File: config.mk
export PLATFORM = sky130hd
export DESIGN_NAME = sccu_top
export DESIGN_NICKNAME = d
export VERILOG_FILES = /design/src/rtl/sccu_sync.v /design/src/rtl/sccu_shift.v /design/src/rtl/sccu_top.v
export VERILOG_INCLUDE_DIRS = /design/src /design/src/rtl
export SDC_FILE = /design/constraint.sdc
export NUM_CORES = 2
export LEC_CHECK = 0
export ABC_CLOCK_PERIOD_IN_PS = 4000
export BUFFER_PORTS_ARGS = -buffer_cell sky130_fd_sc_hd__buf_4
export CORE_MARGIN = 4
export CORE_UTILIZATION = 46
export DETAILED_ROUTE_END_ITERATION = 10
export PLACE_DENSITY_LB_ADDON = 0.3
export SETUP_SLACK_MARGIN = 0.4
export SLEW_MARGIN = 25
export SYNTH_ARGS = -nofsm -noshare
export SYNTH_HDL_FRONTEND = slang
export SYNTH_SLANG_ARGS = --single-unit
File: constraint.sdc
create_clock -name core_clk -period 4 [get_ports core_clk]
set_clock_uncertainty 0.2 [all_clocks]
set_input_delay 0.8 -clock core_clk [delete_from_list [all_inputs] [get_ports core_clk]]
set_output_delay 0.8 -clock core_clk [all_outputs]
set_load 0.05 [all_outputs]
File: src/rtl/sccu_defs.vh
`ifndef SCCU_DEFS_VH
`define SCCU_DEFS_VH

// ----------------------------------------
// opcodes and command types
// ----------------------------------------
`define SCCU_OP_SIGNED 8'h9B
`define SCCU_OP_READBACK 8'h96
`define SCCU_OP_RST_EN 8'h66
`define SCCU_OP_RST 8'h99
`define SCCU_CT_INC 8'h02
`define SCCU_CT_REQ 8'h03

// ----------------------------------------
// whole frame lengths in bytes, opcode and header included
// ----------------------------------------
`define SCCU_LEN_INC 6'd40
`define SCCU_LEN_REQ 6'd48
`define SCCU_LEN_RB 6'd51

// ----------------------------------------
// status bit positions
// ----------------------------------------
`define SCCU_ST_BUSY 0
`define SCCU_ST_SIG 2
`define SCCU_ST_UNINIT 3
`define SCCU_ST_MISM 4
`define SCCU_ST_FATAL 5
`define SCCU_ST_OK 7

// ----------------------------------------
// slots and timing
// ----------------------------------------
`define SCCU_NUM_SLOTS 8'd4
`define SCCU_CLK_MHZ 250
`define SCCU_TRST_US 30
`define SCCU_TRST_CYC (`SCCU_TRST_US * `SCCU_CLK_MHZ)

`endif

File: src/rtl/sccu_sync.v
`timescale 1ns/100ps
module sccu_sync #(
    parameter [0:0] RST_VAL = 1'b0
) (
    // clock and reset
    input wire core_clk,
    input wire rstn,
    // async level in, synced level out
    input wire async_in,
    output wire sync_out
);
    reg meta_q;
    reg sync_q;

    always @(posedge core_clk or negedge rstn) begin
        if (!rstn) begin
            meta_q <= RST_VAL;
            sync_q <= RST_VAL;
        end else begin
            meta_q <= async_in;
            sync_q <= meta_q;
        end
    end

    assign sync_out = sync_q;
endmodule // sccu_sync

File: src/rtl/sccu_shift.v
`timescale 1ns/100ps
module sccu_shift (
    // clock and reset
    input wire core_clk,
    input wire rstn,
    // bit strobes
    input wire frame_start,
    input wire sample_en,
    input wire din,
    // byte out
    output reg [7:0] byte_q,
    output reg byte_vld_q
);
    reg [2:0] bit_cnt_q;
    reg [6:0] acc_q;

    always @(posedge core_clk or negedge rstn) begin
        if (!rstn) begin
            bit_cnt_q <= 3'd0;
            acc_q <= 7'd0;
            byte_q <= 8'h00;
            byte_vld_q <= 1'b0;
        end else begin
            byte_vld_q <= 1'b0;
            if (frame_start) begin
                bit_cnt_q <= 3'd0;
            end else if (sample_en) begin
                // msb first, eight clocks per byte
                acc_q <= {acc_q[5:0], din};
                bit_cnt_q <= bit_cnt_q + 3'd1;
                if (bit_cnt_q == 3'd7) begin
                    byte_q <= {acc_q, din};
                    byte_vld_q <= 1'b1;
                end
            end
        end
    end
endmodule // sccu_shift

File: src/rtl/sccu_top.v
`timescale 1ns/100ps
`include "sccu_defs.vh"
module sccu_top #(
    parameter TRST_CYC = `SCCU_TRST_CYC
) (
    // clock and reset
    input wire core_clk,
    input wire rstn,
    // spi pins
    input wire spi_clk,
    input wire spi_cs_n,
    input wire spi_di,
    output reg spi_do_q,
    output wire spi_do_oe,
    // counter and key state from the secure store
    input wire [3:0] slot_ctr_init,
    input wire [3:0] slot_key_loaded,
    input wire [127:0] slot_ctr_flat,
    // hmac engine
    output reg hmac_start_q,
    output reg [1:0] hmac_slot_q,
    output reg [255:0] hmac_msg_q,
    output reg [8:0] hmac_msg_len_q,
    input wire hmac_done,
    input wire [255:0] hmac_digest,
    // counter commit
    output reg ctr_wr_q,
    output reg [1:0] ctr_wr_slot_q,
    output reg [31:0] ctr_wr_val_q,
    input wire ctr_wr_done,
    input wire ctr_wr_fail,
    // status view
    output wire [7:0] status,
    output wire reset_recovery
);
    // ----------------------------------------
    // pin synchronisation and edges
    // ----------------------------------------
    wire clk_s;
    wire cs_s;
    wire di_s;
    reg clk_d_q;
    reg cs_d_q;
    sccu_sync u_sync_clk (.core_clk(core_clk), .rstn(rstn), .async_in(spi_clk), .sync_out(clk_s));
    // select resets to its idle level so no false frame edge follows reset
    sccu_sync #(.RST_VAL(1'b1)) u_sync_cs (.core_clk(core_clk), .rstn(rstn),
        .async_in(spi_cs_n), .sync_out(cs_s));
    sccu_sync u_sync_di (.core_clk(core_clk), .rstn(rstn), .async_in(spi_di), .sync_out(di_s));

    always @(posedge core_clk or negedge rstn) begin
        if (!rstn) begin
            clk_d_q <= 1'b0;
            cs_d_q <= 1'b1;
        end else begin
            clk_d_q <= clk_s;
            cs_d_q <= cs_s;
        end
    end

    wire active = !cs_s;
    wire frame_start = cs_d_q && !cs_s;
    wire frame_end = !cs_d_q && cs_s;
    wire rise = active && clk_s && !clk_d_q;
    wire fall = active && !clk_s && clk_d_q;

    wire [7:0] rx_byte;
    wire rx_vld;
    sccu_shift u_shift (
        .core_clk(core_clk),
        .rstn(rstn),
        .frame_start(frame_start),
        .sample_en(rise),
        .din(di_s),
        .byte_q(rx_byte),
        .byte_vld_q(rx_vld)
    );

    // ----------------------------------------
    // state
    // ----------------------------------------
    localparam [3:0] S_IDLE = 4'b0001;
    localparam [3:0] S_SIGN = 4'b0010;
    localparam [3:0] S_COMMIT = 4'b0100;
    localparam [3:0] S_RESP = 4'b1000;

    reg [3:0] state_q;
    reg [7:0] st_q;
    reg [5:0] byte_cnt_q;
    reg [7:0] opcode_q;
    reg [7:0] ctype_q;
    reg [7:0] slot_q;
    reg [7:0] rsvd_q;
    reg [31:0] hdata_q;
    reg [95:0] tag_q;
    reg [255:0] sig_q;
    reg rst_armed_q;
    reg [13:0] rec_cnt_q;
    reg cmd_pending_q;
    reg [391:0] rb_q;
    reg rb_valid_q;
    reg [8:0] tx_bit_q;
    reg sreset_q;
    reg tx_en_q;

    wire busy = !state_q[0];
    // only an idle signed frame may load command fields
    wire capture = (opcode_q == `SCCU_OP_SIGNED) && state_q[0];
    assign status = {st_q[7:1], busy};
    assign reset_recovery = rec_cnt_q != 14'd0;
    assign spi_do_oe = tx_en_q && active;

    wire [1:0] slot2 = slot_q[1:0];
    wire [31:0] ctr_cur = slot_ctr_flat[slot2*32 +: 32];

    // ----------------------------------------
    // receive, checks, sequencing
    // ----------------------------------------
    always @(posedge core_clk or negedge rstn) begin
        if (!rstn) begin
            state_q <= S_IDLE;
            st_q <= 8'h00;
            byte_cnt_q <= 6'd0;
            opcode_q <= 8'h00;
            ctype_q <= 8'h00;
            slot_q <= 8'h00;
            rsvd_q <= 8'h00;
            hdata_q <= 32'h0000_0000;
            tag_q <= 96'h0;
            sig_q <= 256'h0;
            rst_armed_q <= 1'b0;
            rec_cnt_q <= 14'd0;
            cmd_pending_q <= 1'b0;
            rb_valid_q <= 1'b0;
            hmac_start_q <= 1'b0;
            hmac_slot_q <= 2'd0;
            hmac_msg_q <= 256'h0;
            hmac_msg_len_q <= 9'd0;
            ctr_wr_q <= 1'b0;
            ctr_wr_slot_q <= 2'd0;
            ctr_wr_val_q <= 32'h0000_0000;
            sreset_q <= 1'b0;
        end else if (sreset_q) begin
            state_q <= S_IDLE;
            st_q <= 8'h00;
            rb_valid_q <= 1'b0;
            rst_armed_q <= 1'b0;
            cmd_pending_q <= 1'b0;
            hmac_start_q <= 1'b0;
            ctr_wr_q <= 1'b0;
            sreset_q <= 1'b0;
            rec_cnt_q <= TRST_CYC[13:0];
        end else begin
            hmac_start_q <= 1'b0;
            ctr_wr_q <= 1'b0;
            if (rec_cnt_q != 14'd0) begin
                rec_cnt_q <= rec_cnt_q - 14'd1;
            end
            if (frame_start) begin
                byte_cnt_q <= 6'd0;
            end
            if (rx_vld && rec_cnt_q == 14'd0) begin
                if (byte_cnt_q != 6'h3F) begin
                    byte_cnt_q <= byte_cnt_q + 6'd1;
                end
                // a status read during busy must not disturb the pending command
                case (byte_cnt_q)
                    6'd0: opcode_q <= rx_byte;
                    6'd1: ctype_q <= capture ? rx_byte : ctype_q;
                    6'd2: slot_q <= capture ? rx_byte : slot_q;
                    6'd3: rsvd_q <= capture ? rx_byte : rsvd_q;
                    default: begin
                        if (capture && byte_cnt_q < 6'd8) begin
                            hdata_q <= {hdata_q[23:0], rx_byte};
                        end
                        if (capture && byte_cnt_q < 6'd16) begin
                            tag_q <= {tag_q[87:0], rx_byte};
                        end
                        if (capture) begin
                            sig_q <= {sig_q[247:0], rx_byte};
                        end
                    end
                endcase
                if (byte_cnt_q == 6'd0) begin
                    if (rx_byte == `SCCU_OP_RST && rst_armed_q && !busy) begin
                        sreset_q <= 1'b1;
                    end
                    rst_armed_q <= (rx_byte == `SCCU_OP_RST_EN);
                end
            end
            if (frame_end && rec_cnt_q == 14'd0 && state_q == S_IDLE
                    && opcode_q == `SCCU_OP_SIGNED && byte_cnt_q != 6'd0) begin
                st_q <= 8'h00;
                rb_valid_q <= 1'b0;
                if (ctype_q != `SCCU_CT_INC && ctype_q != `SCCU_CT_REQ) begin
                    st_q[`SCCU_ST_SIG] <= 1'b1;
                end else if (ctype_q == `SCCU_CT_INC && byte_cnt_q != `SCCU_LEN_INC) begin
                    st_q[`SCCU_ST_SIG] <= 1'b1;
                end else if (ctype_q == `SCCU_CT_REQ && byte_cnt_q != `SCCU_LEN_REQ) begin
                    st_q[`SCCU_ST_SIG] <= 1'b1;
                end else if (rsvd_q != 8'h00 || slot_q >= `SCCU_NUM_SLOTS) begin
                    st_q[`SCCU_ST_SIG] <= 1'b1;
                end else if (!slot_ctr_init[slot2] || !slot_key_loaded[slot2]) begin
                    st_q[`SCCU_ST_UNINIT] <= 1'b1;
                end else begin
                    state_q <= S_SIGN;
                    hmac_start_q <= 1'b1;
                    hmac_slot_q <= slot2;
                    if (ctype_q == `SCCU_CT_INC) begin
                        hmac_msg_q <= {opcode_q, ctype_q, slot_q, rsvd_q, hdata_q, 192'h0};
                        hmac_msg_len_q <= 9'd64;
                    end else begin
                        hmac_msg_q <= {opcode_q, ctype_q, slot_q, rsvd_q, tag_q, 128'h0};
                        hmac_msg_len_q <= 9'd128;
                    end
                    cmd_pending_q <= 1'b0;
                end
            end
            case (state_q)
                S_SIGN: begin
                    if (hmac_done && !cmd_pending_q) begin
                        if (hmac_digest != sig_q) begin
                            st_q[`SCCU_ST_SIG] <= 1'b1;
                            state_q <= S_IDLE;
                        end else if (ctype_q == `SCCU_CT_INC && hdata_q != ctr_cur) begin
                            st_q[`SCCU_ST_MISM] <= 1'b1;
                            state_q <= S_IDLE;
                        end else if (ctype_q == `SCCU_CT_INC) begin
                            ctr_wr_q <= 1'b1;
                            ctr_wr_slot_q <= slot2;
                            ctr_wr_val_q <= ctr_cur + 32'd1;
                            state_q <= S_COMMIT;
                        end else begin
                            hmac_start_q <= 1'b1;
                            hmac_msg_q <= {tag_q, ctr_cur, 128'h0};
                            hmac_msg_len_q <= 9'd128;
                            hdata_q <= ctr_cur;
                            cmd_pending_q <= 1'b1;
                            state_q <= S_RESP;
                        end
                    end
                end
                S_COMMIT: begin
                    if (ctr_wr_done) begin
                        st_q[`SCCU_ST_FATAL] <= ctr_wr_fail;
                        st_q[`SCCU_ST_OK] <= !ctr_wr_fail;
                        state_q <= S_IDLE;
                    end
                end
                S_RESP: begin
                    if (hmac_done) begin
                        st_q[`SCCU_ST_OK] <= 1'b1;
                        rb_valid_q <= 1'b1;
                        sig_q <= hmac_digest;
                        state_q <= S_IDLE;
                    end
                end
                default: begin
                end
            endcase
        end
    end

    // ----------------------------------------
    // readback transmit
    // ----------------------------------------
    // status snapshot taken at the sixteenth rising clock edge so a byte never changes mid-shift
    always @(posedge core_clk or negedge rstn) begin
        if (!rstn) begin
            rb_q <= 392'h0;
            tx_bit_q <= 9'd0;
            tx_en_q <= 1'b0;
            spi_do_q <= 1'b0;
        end else if (frame_start || frame_end) begin
            tx_bit_q <= 9'd0;
            tx_en_q <= 1'b0;
            spi_do_q <= 1'b0;
        end else begin
            if (rise) begin
                tx_bit_q <= tx_bit_q + 9'd1;
                if (tx_bit_q == 9'd15 && opcode_q == `SCCU_OP_READBACK
                        && rec_cnt_q == 14'd0) begin
                    tx_en_q <= 1'b1;
                    rb_q <= rb_valid_q ? {status, tag_q, hdata_q, sig_q}
                                       : {status, 384'h0};
                end
            end
            if (fall && tx_en_q) begin
                spi_do_q <= rb_q[391];
                if (busy) begin
                    rb_q <= {rb_q[390:384], rb_q[391], 384'h0};
                end else begin
                    rb_q <= {rb_q[390:0], 1'b0};
                end
            end
        end
    end
endmodule // sccu_top

==> impl_metrics.csv <==
group,metric,value,unit
die,core,0.1147,sq mm
global_route,grt-ovfl-total,0,
critical_path,start_kind,"flip-flop",
logic_synthesis,synth_seq_area_share,55.59,%
finish,drive_gt1_share,22.74,%
logic_synthesis,synthCells,5193,
timing,fin_crit_sh,90.07,%
clock_network,cts_tree,"done",
timing,worstMarginPinSlew,1.118,ns
logic_synthesis,syn-cell-area,0.05322,sq mm
drt,via_per_inst,6.213,
logic_synthesis,ys_types,63,
clock_network,clk_latency,0.75,ns
drt,vias,46295,
die,pin_count,714,
logic_synthesis,yosys_warnings,0,
clock_network,htree_levels,4,
power_and_ir_drop,swShare,22.95,%
critical_path,worst-path-buf-inv,5,
die,core.rowCount,124,
power_and_ir_drop,pwr-share-comb,4.9,%
clock_network,clock_sinks,1182,
timing,rsz0062_at_grt,"true",
critical_path,path_delay_family,"simple AND/OR/NAND/NOR gates",
drt,drtIter0Drc,5631,
timing,setup_viol,0,
clock_network,cts_buffer_depth,3,
global_route,antenna_found_initial,11,
job,cap_violations,0,
critical_path,worst-endpoint-required,4.44,ns
critical_path,path_class,"reg2reg",
power_and_ir_drop,p_per_area,388.5,mW/mm^2
die,die_y,348.1,um
global_route,grt_pass1_wl,292000,um
timing,maxSlewHeadroom,25.47,%
global_route,grt_max_degree,152,
run_status,status,"complete, no violations",
die,die_w,348.1,um
critical_path,critical_path_arrival,4.04,ns
drt,wire_per_inst,27.17,um
timing,maxSlewViolCount,0,
clock_network,clk_pin_slew,0.06,ns
critical_path,cpPeakStageDelay,0.45,ns
logic_synthesis,synth_ff_type,"dfrtp_1",
drt,totalWireLength,202500,um
die,die_area,0.1212,sq mm
critical_path,crit_slowest_cell,"dfrtp_1",
die,initial_core_util,46.42,%
drt,drc,0,
clock_network,numCtsBuffers,131,
placed_design,pre_cts_slack,-0.6999,ns
power_and_ir_drop,p_leak,30.88,nW
drt,postRouteAntennaNets,0,
power_and_ir_drop,p_seq_share,46.7,%
global_route,grt_pass1_vias,44093,
placed_design,dp_hpwl,143400,um
finish,nets,6244,
placed_design,numPortBuffers,711,
timing,max_freq,277.6,MHz
placed_design,gp_congestion,0.9801,
clock_network,root_buffer,"clkbuf_16",
logic_synthesis,yosys_register_bits,1182,
power_and_ir_drop,ir_drop,0.4134,mV
critical_path,crit_top_cell,"buf_6",
drt,firstDrtPassIters,6,
power_and_ir_drop,p_clk_share,48.4,%
power_and_ir_drop,p_int,19.82,mW
finish,final_area,0.06622,sq mm
critical_path,path_cells,"xor2_1, nor4_2, nand4_1, nor4_4, buf_4, and4_4, buf_6, buf_6, and3_4, buf_12, clkbuf_16, nor3_1, a221oi_1",
timing,min_period,3.603,ns
logic_synthesis,async_reset_ff_share,100.0,%
finish,synthToLayoutAreaGrowth,24.43,%
critical_path,worstPathMaxFanout,7,
power_and_ir_drop,netSwitchingPower,5.904,mW
global_route,grt_usage,31.95,%
timing,worst_slack,0.3973,ns
logic_synthesis,synth_edf_count,0,
placed_design,placed_area,0.06094,sq mm
critical_path,cp-end-kind,"flip-flop",
timing,hold_viol_final,0,
hold_path,hp-class,"in2reg",
logic_synthesis,avgSynthCellArea,10.25,sq um
==> tightest hold or removal path, cell delays in order <==
cell and delay, ns:
buf_4 0.11, nand2_1 0.05, a21oi_1 0.05
==> layout make-up <==
type / count / area, sq um
Clock buffer: 190 / 3824
Tap cell: 1512 / 1892
Inverter: 73 / 281.5
Fill cell: 9609 / 48430
Timing Repair Buffer: 918 / 7913
Multi-Input combinational cell: 3526 / 22100
Antenna cell: 8 / 20.02
Clock inverter: 42 / 593.1
Sequential cell: 1182 / 29590
==> worst paths after layout <==
check	startpoint	to	slack [ns]	cells after the start
max in group asynchronous	rstn	sig_q[53]	1.99	3
max reg2reg	sig_q[23]	hmac_msg_q[213]	0.40	13
min reg2reg	u_sync_clk.meta_q	u_sync_clk.sync_out	0.15	0
min	ctr_wr_fail	st_q[5]	0.13	3
max	sig_q[23]	hmac_msg_q[213]	0.40	13
min in group asynchronous	rstn	hmac_msg_q[242]	0.48	2
==> cell usage after synthesis, types with 13 or more instances <==
cell	instances	area, sq um
and2_1	147	919.6
mux2_1	15	168.9
o22a_1	33	289.0
nor4_1	89	556.8
nand2_1	267	1002
clkbuf_1	359	1348
nor3_1	54	270.3
nor2_1	720	2703
nand3_1	32	160.2
a21oi_1	685	3428
buf_2	27	135.1
xnor2_1	73	639.4
mux2_2	133	1498
buf_1	15	56.30
o21ai_0	72	360.4
inv_1	71	266.5
o32a_1	13	130.1
dfrtp_1	1178	29480
a22oi_1	448	3363
o22ai_1	257	1608
xor2_1	265	2321
mux2i_1	40	400.4
a221oi_1	31	271.5
nand4_1	37	231.5
mux4_2	32	720.7
==> metrics by stage <==
stage,hold WS (ns),util [%],TNS (ns),power [mW],cells
floorplan,0.1312,-,0,12.45,5194
global placement,0.1353,53.15,-205.13,13.44,7173
detailed placement,0.1365,53.15,-195.68,13.44,7173
CTS,0.09007,57.21,0,25.80,7418
global route,0.1009,57.75,0,26.39,7448
finish,0.1321,57.76,0,25.73,7451
==> cells in the final DEF, fill, tap and decap left out, drive strengths merged, types with 5 or more instances in the layout <==
cell type and count:
a21oi 685, o32a 13, a221oi 31, nor3 56, nand3b 5, and3 5, dfrtp 1178, nor4 89
a22oi 448, mux4 32, and2 147, xor2 265, o22a 33, or2 5, nor2 721, nand3 32
diode 8, o21ai 73, buf 906, mux2i 40, mux2 148, clkbuf 198, nor2b 9, nand2 267
nand4 37, xnor2 73, clkinv 20, ha 12, inv 80, o22ai 257, bufinv 11
==> kinds of logic after synthesis <==
logic type / synth area share (%)
flip-flops: 55.59
buffers and inverters: 3.597
multiplexers: 5.238
AND/OR/NAND/NOR: 11.65
adder cells (fa/ha/maj): 0.2821
other: 0.007046
AO/OA/AOI/OAI: 18.07
XOR/XNOR: 5.563
==> power by group through the flow <==
| stage | Sequential, mW | Combinational (mW) | Clock (mW) |
|---|---|---|---|
| 5_1_grt | 12.0 | 1.30 | 13.1 |
| 3_3_place_gp | 12.2 | 1.21 | 0 |
| 6_report | 12.0 | 1.26 | 12.5 |
| 3_5_place_dp | 12.2 | 1.21 | 0 |
| 4_1_cts | 12.0 | 1.23 | 12.6 |
| 2_1_floorplan | 12.2 | 0.219 | 0 |
==> state kept, by name, indices dropped and copies added, names as in the netlist, 9 cells and up <==
signal          cells
ctr_wr_val_q       32
hdata_q            32
hmac_msg_len_q      9
hmac_msg_q        256
rb_q              392
rec_cnt_q          14
sig_q             256
tag_q              96
tx_bit_q            9
==> layer usage <==
metal / share of wire [%] / vias up / track usage (%)
met1: 37 / 23073 / 41.03
met2: 46 / 2773 / 49.80
met3: 9.8 / 606 / 7.318
met4: 7.1 / 6 / 18.97
li1: - / 19837 / -
met5: 0.020 / - / 0
==> repair_timing <==
| item | 4_1_cts | 5_1_grt |
|---|---|---|
| endpoints found under the hold margin | 79 | 0 |
| setup buffers | 8 | 13 |
| pin swaps | 4 | 16 |
| resized for setup | 17 | 42 |
| hold buffers | 4 | 0 |
| gates cloned | 1 | 12 |
| setup endpoints to repair | 339 | 717 |
Power figures use the tool's default switching activity.
